`src/design/hdlchp_pkg.sv`:
```
package hdlchp_pkg;

  // Host address map of one channel (7 address bits)
  localparam logic [6:0] RX_WIN_BASE    = 7'h00;
  localparam logic [6:0] TX_WIN_BASE    = 7'h20;
  localparam logic [6:0] WIN_MASK       = 7'h60;
  localparam logic [6:0] CHAN_STAT_ADDR = 7'h40;
  localparam logic [6:0] EXT_STAT_ADDR  = 7'h41;
  localparam logic [6:0] TOP_STAT_ADDR  = 7'h42;

  // Event vector bit positions
  localparam int EV_FRAME_START  = 0;
  localparam int EV_POOL_FULL    = 1;
  localparam int EV_MSG_END      = 2;
  localparam int EV_HDLC_EXT     = 3;
  localparam int EV_POOL_READY   = 4;
  localparam int EV_MSG_REPEAT   = 5;
  localparam int EV_TX_UNDERRUN  = 6;
  localparam int EV_RX_OVERFLOW  = 7;

  // FIFO geometry and reset values
  localparam int         FIFO_DEPTH   = 64;
  localparam int         PTR_W        = 7;
  localparam logic [6:0] FIFO_FULL    = 7'h40;
  localparam logic [6:0] HALF_CNT     = 7'h20;
  localparam logic [5:0] BLK_LEN_MAX  = 6'h20;
  localparam logic [7:0] EV_RESET     = 8'h00;
  localparam logic [7:0] RDATA_RESET  = 8'h00;

  // Bus pins as seen at the device
  typedef struct packed {
    logic       cs_n;
    logic       rd_n;
    logic       wr_n;
    logic       dma_acknowledge_n;
    logic [6:0] addr;
    logic [7:0] wdata;
  } hdlchp_pins_t;

  localparam hdlchp_pins_t PINS_IDLE = '{cs_n: 1'b1, rd_n: 1'b1, wr_n: 1'b1,
                                         dma_acknowledge_n: 1'b1, addr: 7'h00, wdata: 8'h00};

  // Byte pushed by the receive serial side
  typedef struct packed {
    logic       valid;
    logic [7:0] data;
  } hdlchp_byte_t;

  typedef enum logic [1:0] {
    DMA_IDLE,
    DMA_REQ,
    DMA_WAIT
  } hdlchp_dma_t;

  // Receive DMA block length selector: 4, 8, 16 or 32 bytes
  function automatic logic [5:0] rx_blk_len(input logic [1:0] sel);
    case (sel)
      2'h0:    rx_blk_len = 6'h04;
      2'h1:    rx_blk_len = 6'h08;
      2'h2:    rx_blk_len = 6'h10;
      default: rx_blk_len = 6'h20;
    endcase
  endfunction : rx_blk_len

endpackage : hdlchp_pkg

```
`src/design/hdlchp_port.sv`:
```
// Operation
// - Channel has a 64-byte receive FIFO and a 64-byte transmit FIFO.
// - Host accesses count only while channel chip select is low.
// - Each FIFO takes a 32-byte window of the address map.
// - Any address in a FIFO window reaches that FIFO's top byte.
// - Cause readable in channel or extended status; top status flags which.
// - Channel status holds three events, extended status the other five.
// - Masked events hidden from all status registers and interrupt line.
// - Masked events stay latched and show once the mask bit clears.
// - Eight sources: four receive, two transmit, two special conditions.
// - Separate receive and transmit DMA requests, one shared acknowledge.
// - Cycles with acknowledge reach the FIFO top, ignoring address and select.
// - Each DMA request stays active while its FIFO still needs transfers.
// - Transmit block of n bytes drops request at write rise of transfer n-1.
// - Long transmit drops request also at transfers 31, 63 and onward.
// - After a drop, request returns on acknowledge or select rise if bytes remain.
// - If the last byte already passed, request stays off until next block.
// - 32-byte receive blocks drop at read rise of transfer 31, then rearm.
// - Receive blocks are 4, 8, 16 or 32; short blocks drop at read fall.
// - First 32 received bytes raise pool full in interrupt mode; DMA mode requests per block.
// - In DMA mode reading a whole receive block confirms it implicitly.
`timescale 1ns/100ps
`default_nettype none
module hdlchp_port #(
  parameter int CNT_W = 16
) (
  input  wire logic                     mclk,          // 40 MHz clock
  input  wire logic                     rst_n,         // Async reset
  input  wire hdlchp_pkg::hdlchp_pins_t bus_pins,      // Host bus pins, async
  output logic                    [7:0] host_rdata,    // Read data to bus
  output logic                          host_rdata_oe, // Drive read data
  output logic                          int_n,         // Interrupt line
  output logic                          drq_rx,        // Receive DMA request
  output logic                          drq_tx,        // Transmit DMA request
  input  wire logic               [7:0] int_mask,      // 1 hides an event
  input  wire logic                     dma_mode,      // FIFOs served by DMA
  input  wire logic               [1:0] rx_blk_sel,    // Receive block length
  input  wire logic                     tx_start,      // Begin DMA message
  input  wire logic         [CNT_W-1:0] tx_byte_count, // Message length
  input  wire logic                     rx_confirm,    // Receive block confirm
  input  wire logic               [7:0] ev_in,         // Event pulses
  input  wire hdlchp_pkg::hdlchp_byte_t rx_push,       // Byte from receiver
  output logic                          rx_full,       // Receive FIFO full
  input  wire logic                     tx_pop,        // Transmitter takes byte
  output logic                    [7:0] tx_byte,       // Transmit FIFO head
  output logic                          tx_avail       // Transmit FIFO not empty
);

  typedef struct packed {
    hdlchp_pkg::hdlchp_pins_t s1;
    hdlchp_pkg::hdlchp_pins_t s2;
    hdlchp_pkg::hdlchp_pins_t s3;
    logic [7:0]               ev;
    logic [7:0]               snap;
    logic [6:0]               snap_addr;
    logic [7:0]               rdata;
    logic                     rdata_oe;
    logic                     int_n;
    logic                     pf_seen;
    logic [6:0]               rx_wr;
    logic [6:0]               rx_rd;
    logic [6:0]               rx_peek;
    logic [6:0]               tx_wr;
    logic [6:0]               tx_rd;
    logic [CNT_W-1:0]         tx_remain;
    logic [5:0]               tx_left;
    logic [5:0]               rx_left;
    logic [5:0]               rx_len;
    hdlchp_pkg::hdlchp_dma_t  tx_st;
    hdlchp_pkg::hdlchp_dma_t  rx_st;
    logic                     drq_rx;
    logic                     drq_tx;
    logic                     rx_full;
    logic                     tx_avail;
  } hdlchp_state_t;

  hdlchp_state_t st_reg;
  hdlchp_state_t st_next;

  logic [7:0] rx_q;       // Receive FIFO byte at peek pointer
  logic [7:0] vis;        // Latched events not hidden by mask
  logic [7:0] chan_view;  // Channel status layout
  logic [7:0] ext_view;   // Extended status layout
  logic [7:0] top_view;   // Top-level status layout
  logic [7:0] rd_mux;     // Read data selected by address
  logic       rd_rise;    // Completed read cycle
  logic       rd_fall;    // Started read cycle
  logic       wr_rise;    // Completed write cycle
  logic       sel_rise;   // Acknowledge or select released
  logic       dma_cyc;    // Cycle under acknowledge
  logic       host_cyc;   // Addressed cycle under chip select
  logic       rx_hit;     // Cycle reaches receive FIFO
  logic       tx_hit;     // Cycle reaches transmit FIFO
  logic       rx_pop;     // Host or DMA takes a receive byte
  logic       tx_push;    // Host or DMA puts a transmit byte
  logic       rx_wen;     // Receiver write accepted
  logic [6:0] rx_cnt;     // Bytes held, receive
  logic [6:0] rx_avail;   // Bytes not yet read, receive
  logic [6:0] rx_blk;     // Confirm size in interrupt mode
  logic [6:0] tx_cnt;     // Bytes held, transmit
  logic [6:0] tx_free;    // Space left, transmit
  logic [5:0] tx_blen;    // Next transmit block length
  logic [7:0] ev_set;     // Events raised this cycle
  logic [7:0] ev_clr;     // Events cleared by a status read

  // Both FIFOs share one memory module type; read data comes from a flop
  hdlchp_fifo_mem #(.DATA_W(8), .DEPTH(hdlchp_pkg::FIFO_DEPTH)) u_rx_mem (
    .mclk    (mclk),
    .rst_n   (rst_n),
    .wr_en   (rx_wen),
    .wr_addr (st_reg.rx_wr[5:0]),
    .wr_data (rx_push.data),
    .rd_addr (st_reg.rx_peek[5:0]),
    .rd_data (rx_q)
  );

  hdlchp_fifo_mem #(.DATA_W(8), .DEPTH(hdlchp_pkg::FIFO_DEPTH)) u_tx_mem (
    .mclk    (mclk),
    .rst_n   (rst_n),
    .wr_en   (tx_push),
    .wr_addr (st_reg.tx_wr[5:0]),
    .wr_data (st_reg.s3.wdata),
    .rd_addr (st_reg.tx_rd[5:0]),
    .rd_data (tx_byte)
  );

  // Strobe edges on the synchronised pins; s1 is only copied into s2
  always_comb begin
    rd_rise  = !st_reg.s3.rd_n && st_reg.s2.rd_n;
    rd_fall  = st_reg.s3.rd_n && !st_reg.s2.rd_n;
    wr_rise  = !st_reg.s3.wr_n && st_reg.s2.wr_n;
    sel_rise = (!st_reg.s3.dma_acknowledge_n && st_reg.s2.dma_acknowledge_n) ||
               (!st_reg.s3.cs_n && st_reg.s2.cs_n);
    dma_cyc  = !st_reg.s3.dma_acknowledge_n;
    host_cyc = !st_reg.s3.cs_n && st_reg.s3.dma_acknowledge_n;
    rx_hit   = dma_cyc ||
               (host_cyc && (st_reg.s3.addr & hdlchp_pkg::WIN_MASK) ==
                hdlchp_pkg::RX_WIN_BASE);
    tx_hit   = dma_cyc ||
               (host_cyc && (st_reg.s3.addr & hdlchp_pkg::WIN_MASK) ==
                hdlchp_pkg::TX_WIN_BASE);
  end

  // FIFO levels
  always_comb begin
    rx_cnt   = 7'(st_reg.rx_wr - st_reg.rx_rd);
    rx_avail = 7'(st_reg.rx_wr - st_reg.rx_peek);
    rx_blk   = (rx_cnt > hdlchp_pkg::HALF_CNT) ? hdlchp_pkg::HALF_CNT : rx_cnt;
    tx_cnt   = 7'(st_reg.tx_wr - st_reg.tx_rd);
    tx_free  = 7'(hdlchp_pkg::FIFO_FULL - tx_cnt);
    tx_blen  = (st_reg.tx_remain >= CNT_W'(hdlchp_pkg::BLK_LEN_MAX)) ?
               hdlchp_pkg::BLK_LEN_MAX : st_reg.tx_remain[5:0];
    rx_wen   = rx_push.valid && (rx_cnt != hdlchp_pkg::FIFO_FULL);
    rx_pop   = rd_rise && rx_hit && (rx_avail != 7'h00);
    tx_push  = wr_rise && tx_hit && (tx_cnt != hdlchp_pkg::FIFO_FULL);
  end

  // Status views: masked events hidden, yet still held in st_reg.ev
  always_comb begin
    vis       = st_reg.ev & ~int_mask;
    chan_view = {5'h00, vis[hdlchp_pkg::EV_POOL_READY],
                 vis[hdlchp_pkg::EV_MSG_END], vis[hdlchp_pkg::EV_POOL_FULL]};
    ext_view  = {3'h0, vis[hdlchp_pkg::EV_RX_OVERFLOW],
                 vis[hdlchp_pkg::EV_TX_UNDERRUN], vis[hdlchp_pkg::EV_MSG_REPEAT],
                 vis[hdlchp_pkg::EV_HDLC_EXT], vis[hdlchp_pkg::EV_FRAME_START]};
    top_view  = {6'h00, |ext_view, |chan_view};
    case (st_reg.s2.addr)
      hdlchp_pkg::CHAN_STAT_ADDR: rd_mux = chan_view;
      hdlchp_pkg::EXT_STAT_ADDR:  rd_mux = ext_view;
      hdlchp_pkg::TOP_STAT_ADDR:  rd_mux = top_view;
      default: begin
        rd_mux = ((st_reg.s2.addr & hdlchp_pkg::WIN_MASK) == hdlchp_pkg::RX_WIN_BASE) ?
                 rx_q : hdlchp_pkg::RDATA_RESET;
      end
    endcase
    if (!st_reg.s2.dma_acknowledge_n) begin
      rd_mux = rx_q;
    end
  end

  // Event set and read-to-clear; a new event in the clear cycle survives
  always_comb begin
    ev_set = ev_in;
    if (!dma_mode && st_reg.rx_st == hdlchp_pkg::DMA_IDLE && !st_reg.pf_seen &&
        rx_cnt >= hdlchp_pkg::HALF_CNT) begin
      ev_set[hdlchp_pkg::EV_POOL_FULL] = 1'b1;
    end
    ev_clr = 8'h00;
    if (rd_rise && host_cyc) begin
      if (st_reg.snap_addr == hdlchp_pkg::CHAN_STAT_ADDR) begin
        ev_clr[hdlchp_pkg::EV_POOL_FULL]  = st_reg.snap[0];
        ev_clr[hdlchp_pkg::EV_MSG_END]    = st_reg.snap[1];
        ev_clr[hdlchp_pkg::EV_POOL_READY] = st_reg.snap[2];
      end else if (st_reg.snap_addr == hdlchp_pkg::EXT_STAT_ADDR) begin
        ev_clr[hdlchp_pkg::EV_FRAME_START] = st_reg.snap[0];
        ev_clr[hdlchp_pkg::EV_HDLC_EXT]    = st_reg.snap[1];
        ev_clr[hdlchp_pkg::EV_MSG_REPEAT]  = st_reg.snap[2];
        ev_clr[hdlchp_pkg::EV_TX_UNDERRUN] = st_reg.snap[3];
        ev_clr[hdlchp_pkg::EV_RX_OVERFLOW] = st_reg.snap[4];
      end
    end
  end

  // Whole next state
  always_comb begin
    st_next    = st_reg;
    st_next.s1 = bus_pins;
    st_next.s2 = st_reg.s1;
    st_next.s3 = st_reg.s2;

    // Events and interrupt line
    st_next.ev    = (st_reg.ev & ~ev_clr) | ev_set;
    st_next.int_n = ~|((st_next.ev) & ~int_mask);
    if (rx_cnt < hdlchp_pkg::HALF_CNT) begin
      st_next.pf_seen = 1'b0;
    end else if (ev_set[hdlchp_pkg::EV_POOL_FULL] || st_reg.rx_st != hdlchp_pkg::DMA_IDLE) begin
      st_next.pf_seen = 1'b1;
    end

    // Read data path; status bits are snapped at read start so the clear matches
    st_next.rdata_oe = !st_reg.s2.rd_n &&
                       (!st_reg.s2.dma_acknowledge_n || !st_reg.s2.cs_n);
    if (st_next.rdata_oe) begin
      st_next.rdata = rd_mux;
    end
    if (rd_fall) begin
      st_next.snap      = rd_mux;
      st_next.snap_addr = st_reg.s2.addr;
    end

    // Receive FIFO pointers
    if (rx_wen) begin
      st_next.rx_wr = 7'(st_reg.rx_wr + 7'h01);
    end
    if (rx_pop) begin
      st_next.rx_peek = 7'(st_reg.rx_peek + 7'h01);
      if (!dma_mode && 7'(st_reg.rx_peek + 7'h01 - st_reg.rx_rd) >= rx_blk) begin
        st_next.rx_peek = st_reg.rx_rd;  // Re-read block until confirmed
      end
    end
    if (!dma_mode && rx_confirm) begin
      st_next.rx_rd   = 7'(st_reg.rx_rd + rx_blk);
      st_next.rx_peek = 7'(st_reg.rx_rd + rx_blk);
    end
    st_next.rx_full = (7'(st_next.rx_wr - st_next.rx_rd) == hdlchp_pkg::FIFO_FULL);

    // Transmit FIFO pointers
    if (tx_push) begin
      st_next.tx_wr = 7'(st_reg.tx_wr + 7'h01);
    end
    if (tx_pop && tx_cnt != 7'h00) begin
      st_next.tx_rd = 7'(st_reg.tx_rd + 7'h01);
    end
    st_next.tx_avail = (st_next.tx_wr != st_next.tx_rd);

    // Receive DMA request
    case (st_reg.rx_st)
      hdlchp_pkg::DMA_IDLE: begin
        st_next.rx_len = hdlchp_pkg::rx_blk_len(rx_blk_sel);
        if (dma_mode && rx_avail >= {1'b0, st_next.rx_len}) begin
          st_next.rx_left = st_next.rx_len;
          st_next.rx_st   = hdlchp_pkg::DMA_REQ;
        end
      end
      hdlchp_pkg::DMA_REQ, hdlchp_pkg::DMA_WAIT: begin
        if (st_reg.rx_st == hdlchp_pkg::DMA_WAIT && sel_rise &&
            st_reg.rx_len == hdlchp_pkg::BLK_LEN_MAX && st_reg.rx_left != 6'h00) begin
          st_next.rx_st = hdlchp_pkg::DMA_REQ;
        end
        if (rd_fall && st_reg.rx_left == 6'h01 &&
            st_reg.rx_len != hdlchp_pkg::BLK_LEN_MAX &&
            (!st_reg.s2.dma_acknowledge_n || !st_reg.s2.cs_n)) begin
          st_next.rx_st = hdlchp_pkg::DMA_WAIT;
        end
        if (rx_pop) begin
          st_next.rx_left = 6'(st_reg.rx_left - 6'h01);
          if (st_reg.rx_left == 6'h02 && st_reg.rx_len == hdlchp_pkg::BLK_LEN_MAX) begin
            st_next.rx_st = hdlchp_pkg::DMA_WAIT;
          end
          if (st_reg.rx_left == 6'h01) begin
            st_next.rx_rd = st_next.rx_peek;
            st_next.rx_st = hdlchp_pkg::DMA_IDLE;
          end
        end
      end
      default: st_next.rx_st = hdlchp_pkg::DMA_IDLE;
    endcase

    // Transmit DMA request
    if (tx_start) begin
      st_next.tx_remain = tx_byte_count;
    end
    case (st_reg.tx_st)
      hdlchp_pkg::DMA_IDLE: begin
        if (dma_mode && !tx_start && st_reg.tx_remain != '0 &&
            tx_free >= {1'b0, tx_blen}) begin
          st_next.tx_left = tx_blen;
          st_next.tx_st   = hdlchp_pkg::DMA_REQ;
        end
      end
      hdlchp_pkg::DMA_REQ, hdlchp_pkg::DMA_WAIT: begin
        if (st_reg.tx_st == hdlchp_pkg::DMA_WAIT && sel_rise && st_reg.tx_left != 6'h00) begin
          st_next.tx_st = hdlchp_pkg::DMA_REQ;
        end
        if (tx_push) begin
          st_next.tx_left   = 6'(st_reg.tx_left - 6'h01);
          st_next.tx_remain = CNT_W'(st_reg.tx_remain - 1'b1);
          if (st_reg.tx_left == 6'h02) begin
            st_next.tx_st = hdlchp_pkg::DMA_WAIT;
          end
          if (st_reg.tx_left == 6'h01) begin
            st_next.tx_st = hdlchp_pkg::DMA_IDLE;
          end
        end
      end
      default: st_next.tx_st = hdlchp_pkg::DMA_IDLE;
    endcase

    // Requests are level outputs of the two machines
    st_next.drq_rx = (st_next.rx_st == hdlchp_pkg::DMA_REQ);
    st_next.drq_tx = (st_next.tx_st == hdlchp_pkg::DMA_REQ);
  end

  // Reset leaves pins idle, interrupt off and both requests low
  always_ff @(posedge mclk or negedge rst_n) begin
    if (!rst_n) begin
      st_reg          <= '0;
      st_reg.s1       <= hdlchp_pkg::PINS_IDLE;
      st_reg.s2       <= hdlchp_pkg::PINS_IDLE;
      st_reg.s3       <= hdlchp_pkg::PINS_IDLE;
      st_reg.ev       <= hdlchp_pkg::EV_RESET;
      st_reg.rdata    <= hdlchp_pkg::RDATA_RESET;
      st_reg.int_n    <= 1'b1;
      st_reg.tx_st    <= hdlchp_pkg::DMA_IDLE;
      st_reg.rx_st    <= hdlchp_pkg::DMA_IDLE;
    end else begin
      st_reg <= st_next;
    end
  end

  assign host_rdata    = st_reg.rdata;
  assign host_rdata_oe = st_reg.rdata_oe;
  assign int_n         = st_reg.int_n;
  assign drq_rx        = st_reg.drq_rx;
  assign drq_tx        = st_reg.drq_tx;
  assign rx_full       = st_reg.rx_full;
  assign tx_avail      = st_reg.tx_avail;

endmodule : hdlchp_port
`default_nettype wire

```
`src/design/hdlchp_fifo_mem.sv`:
```
`timescale 1ns/100ps
`default_nettype none
module hdlchp_fifo_mem #(
  parameter int DATA_W = 8,
  parameter int DEPTH  = 64,
  parameter int ADDR_W = $clog2(DEPTH)
) (
  input  wire logic              mclk,    // System clock
  input  wire logic              rst_n,   // Async reset
  input  wire logic              wr_en,   // Write strobe
  input  wire logic [ADDR_W-1:0] wr_addr, // Write address
  input  wire logic [DATA_W-1:0] wr_data, // Write data
  input  wire logic [ADDR_W-1:0] rd_addr, // Read address
  output logic      [DATA_W-1:0] rd_data  // Registered read data
);

  typedef struct packed {
    logic [DEPTH-1:0][DATA_W-1:0] mem;
    logic [DATA_W-1:0]            q;
  } hdlchp_mem_st_t;

  hdlchp_mem_st_t st_reg;
  hdlchp_mem_st_t st_next;

  // Read data always registered, so the read port never sees a write in flight
  always_comb begin
    st_next   = st_reg;
    st_next.q = st_reg.mem[rd_addr];
    if (wr_en) begin
      st_next.mem[wr_addr] = wr_data;
    end
  end

  always_ff @(posedge mclk or negedge rst_n) begin
    if (!rst_n) begin
      st_reg <= '0;
    end else begin
      st_reg <= st_next;
    end
  end

  assign rd_data = st_reg.q;

endmodule : hdlchp_fifo_mem
`default_nettype wire

```
`config.mk`:
```
export PLATFORM = sky130hd
export DESIGN_NAME = hdlchp_port
export DESIGN_NICKNAME = d
export VERILOG_FILES = /design/src/design/hdlchp_pkg.sv /design/src/design/hdlchp_port.sv /design/src/design/hdlchp_fifo_mem.sv
export SDC_FILE = /design/constraint.sdc
export NUM_CORES = 2
export LEC_CHECK = 0
export BUFFER_PORTS_ARGS = -buffer_cell sky130_fd_sc_hd__buf_2
export CAP_MARGIN = 10
export CORE_ASPECT_RATIO = 0.6
export CORE_MARGIN = 4
export CORE_UTILIZATION = 35
export CTS_CLUSTER_SIZE = 24
export DETAILED_ROUTE_END_ITERATION = 6
export SLEW_MARGIN = 20
export SYNTH_ARGS = -nofsm -noshare
export SYNTH_HDL_FRONTEND = slang
export SYNTH_SLANG_ARGS = --single-unit
```
`constraint.sdc`:
```
create_clock -name mclk -period 13.3 [get_ports mclk]
set_input_delay 3.325 -clock mclk [delete_from_list [all_inputs] [get_ports mclk]]
set_output_delay 3.325 -clock mclk [all_outputs]
set_load 0.03 [all_outputs]
```
==> metrics.txt <==
post-synthesis simple-gate area fraction 0.04837; clock period minus worst slack roughly 6.4 ns; final hold violation count 0; fmax 155.6 MHz; Leak about 0.029 uW; M2 GR Usage 0.2306; H-tree depth 3; clock skew approximately 0.032 ns; Pint between 8000 and 9000 uW; ys async rst share 1.000; Seq/Total Area, Yosys 0.5290; Syn-to-layout area delta 11.43%; post-route antenna net violation count 0; # nets final approximately 4000; register clock-pin slew on the reported worst setup and hold paths around 0.060 ns; critical path class reg -> reg; Buffers on Ports 89; HPWL after detailed placement about 96 mm; compound-cell area share of the yosys netlist 0.03379; die height about 320 um; routability cong. between 0.8 and 0.9; P_sw between 4000 and 5000 uW; post-CTS sizing 0; worst path required time 13.93 ns; HP Class reg -> reg; status finished, final reports clean; Global Route Usage Sum 0.1738; CTS Buffer Depth 3; total power divided by cell area around 210 mW/mm2; element type at the critical path end register; syn nets between 3000 and 4000; crit-path max FO 11; clock insertion delay at the later pin of the skew report between 0.7 and 0.8 ns; Max Slew Vio Count 0; largest family of logic cells by synthesized area multiplexers; Final Power about 13000 uW; wire length per cell about 24 um; routed vias ~33000; post-synthesis register bit count 1198; DR iter-0 viols approximately 2900; Die W 527.6 um; Reg2Reg Setup Slack 6.87 ns; Starting Density 0.3521; Post-Synth XOR/XNOR Area 0.009335; Yosys Warn Count 0; mapped cell area ~0.057 mm2; Netlist cell types ~100; # setup viols final 0; total grt overflow 0; DR vias/cell 5.455; Clock power frac 0.266; hold buffers post-CTS 0; first-pass GRT wire length around 220 mm; clock buffer count from CTS ~120; Max-cap violations 0; critical path arrival between 7 and 8 ns; CTS tree done; Slew @ Worst Pin around 1.1 ns; initial antenna violation count 11; Post-synth EDFFs 0; Sequential Power Share 0.380; main flop type after synthesis dfrtp_1; pin count of the biggest net entering global routing 180; Synth Instances between 3000 and 4000; layout cells sized above 1 0.4706; Setup Fix Bufs, Post-CTS 0; crit path launch type register; met3 global-route usage 0.04843; fin crit share 0.4834; syn_area_per_cell roughly 15 um2; final wirelength roughly 150 mm; IO Pins 90; Post-Synth Adder-Cell Area 0.01644; mux contribution to synthesized area 0.3385; met1 Track Usage GR 0.2786; std cell rows approximately 110; Worst IR Drop VDD around 0.17 mV; Setup TNS 0 ns; busiest layer in global routing met1; Die ar. between 0.15 and 0.2 mm2; vias in the first global route 33400; DRC 0; Comb pwr share 0.353; switching share of power 0.3483; Core Area around 0.16 mm2; Slew HR 0.2422; RSZ-0062 raised after global routing false; clock sinks between 1000 and 1500; root buf cell clkbuf_16; drt first pass iters 5
-- routing by layer --
metal  share of wire  routed length (um)  up-vias
met5        0.000048                   7        -
met2            0.40               59180      794
met1            0.51               74510    17880
met4           0.018                2622        2
met3           0.073               10740      184
li1                -                   -    14160
-- synthesized netlist by cell type, drive strengths merged, types with 16 or more instances --
library cell,instances,area share
nand3,37,0.0038
nor2,162,0.016
dfrtp,1185,0.52
buf,96,0.0085
mux2i,22,0.0039
mux2,1039,0.21
ha,68,0.015
nor3,32,0.0028
xnor2,42,0.0065
nor2b,21,0.0023
o21ai,61,0.0056
clkbuf,166,0.011
mux4,323,0.13
a21oi,61,0.0055
nor4,16,0.0027
nand2b,20,0.0022
inv,73,0.0048
nand2,120,0.0081
-- final cells by class --
cell class              count  area [um2]
flip-flops and latches   1198       30020
well taps                2146        2685
fillers                 14730       97860
clock inverters            50       611.8
inverters                  74       277.8
clock buffers             167        3387
repair buffers            131       873.3
multi-input cells        2286       25320
diodes                      2       5.005
-- worst max-delay path, stage by stage, from the launching register on --
cell and delay, ns:
dfrtp_1 0.53, inv_2 0.22, ha_1 0.26, fa_1 0.39, nand2b_1 0.17, a21oi_1 0.22
o32a_1 0.22, and2_1 0.43, nand2_2 0.20, or2_2 0.35, inv_1 0.08, ha_1 0.28
nand3_1 0.11, inv_1 0.07, a31o_2 0.25, maj3_2 0.34, xnor2_1 0.33, nand2_1 0.12
o21ai_0 0.11, ha_1 0.30, xor2_1 0.16, nor3_1 0.06, o2111ai_1 0.31, inv_1 0.08
and3_1 0.17, o221ai_1 0.17, or3b_1 0.36
-- per-stage QoR --
step | hold slack [ns] | worst slack, ns | std cells | cell area (um2) | utilization
4_1_cts | 0.3493 | 6.961 | 6052 | 63160 | 0.3922
3_5_place_dp | 0.3356 | 6.627 | 5835 | 59170 | 0.3674
2_1_floorplan | 0.3312 | 7.555 | 3820 | 56700 | -
5_1_grt | 0.3509 | 6.450 | 6053 | 63180 | 0.3923
3_3_place_gp | 0.3338 | 6.653 | 5835 | 59170 | 0.3674
6_report | 0.3450 | 6.871 | 6054 | 63180 | 0.3923
-- power by group through the flow --
stage | Combinational, uW | Clock, uW | Sequential (uW)
2_1_floorplan | 3590 | 0 | 4730
3_3_place_gp | 4570 | 0 | 5020
3_5_place_dp | 4610 | 0 | 5050
4_1_cts | 4630 | 3580 | 4990
5_1_grt | 5040 | 3730 | 5090
6_report | 4630 | 3490 | 4990
-- cells by family (layout without fill, tap and decap cells) --
family          after synthesis  count (layout)
mux                        1384            1384
flops                      1198            1198
simple gates                495             495
buf+inv                     336             422
compound gates              275             275
fa+ha+maj                    73              73
xor+xnor                     58              58
other cells                   1               3
-- final timing paths --
kind / start / end / depth (start not counted)
max in group asynchronous: rst_n / st_reg[117]$_DFF_PN0_ / 3
hold reg to reg: st_next[116]$_DFF_PN0_ / st_reg[116]$_DFF_PN0_ / 0
setup / recovery: st_reg[70]$_DFF_PN0_ / rx_full$_DFF_PN0_ / 26
hold / removal: st_next[116]$_DFF_PN0_ / st_reg[116]$_DFF_PN0_ / 0
setup reg to reg: st_reg[70]$_DFF_PN0_ / rx_full$_DFF_PN0_ / 26
min in group asynchronous: rst_n / u_tx_mem.st_reg[297]$_DFFE_PN0P_ / 1
-- cells in the final DEF, fill, tap and decap left out, drive strengths merged, types with 20 or more instances in the layout --
| master | Yosys | final |
|---|---|---|
| nor2b | 21 | 21 |
| nand3 | 37 | 37 |
| nand2 | 120 | 120 |
| mux2 | 1039 | 1039 |
| nand2b | 20 | 20 |
| mux2i | 22 | 22 |
| ha | 68 | 68 |
| nor2 | 162 | 162 |
| a21oi | 61 | 61 |
| nor3 | 32 | 32 |
| buf | 96 | 131 |
| clkinv | 1 | 24 |
| o21ai | 61 | 61 |
| mux4 | 323 | 323 |
| clkbuf | 166 | 167 |
| inv | 73 | 80 |
| xnor2 | 42 | 42 |
| dfrtp | 1185 | 1185 |
(Power assumes the default switching activity.)
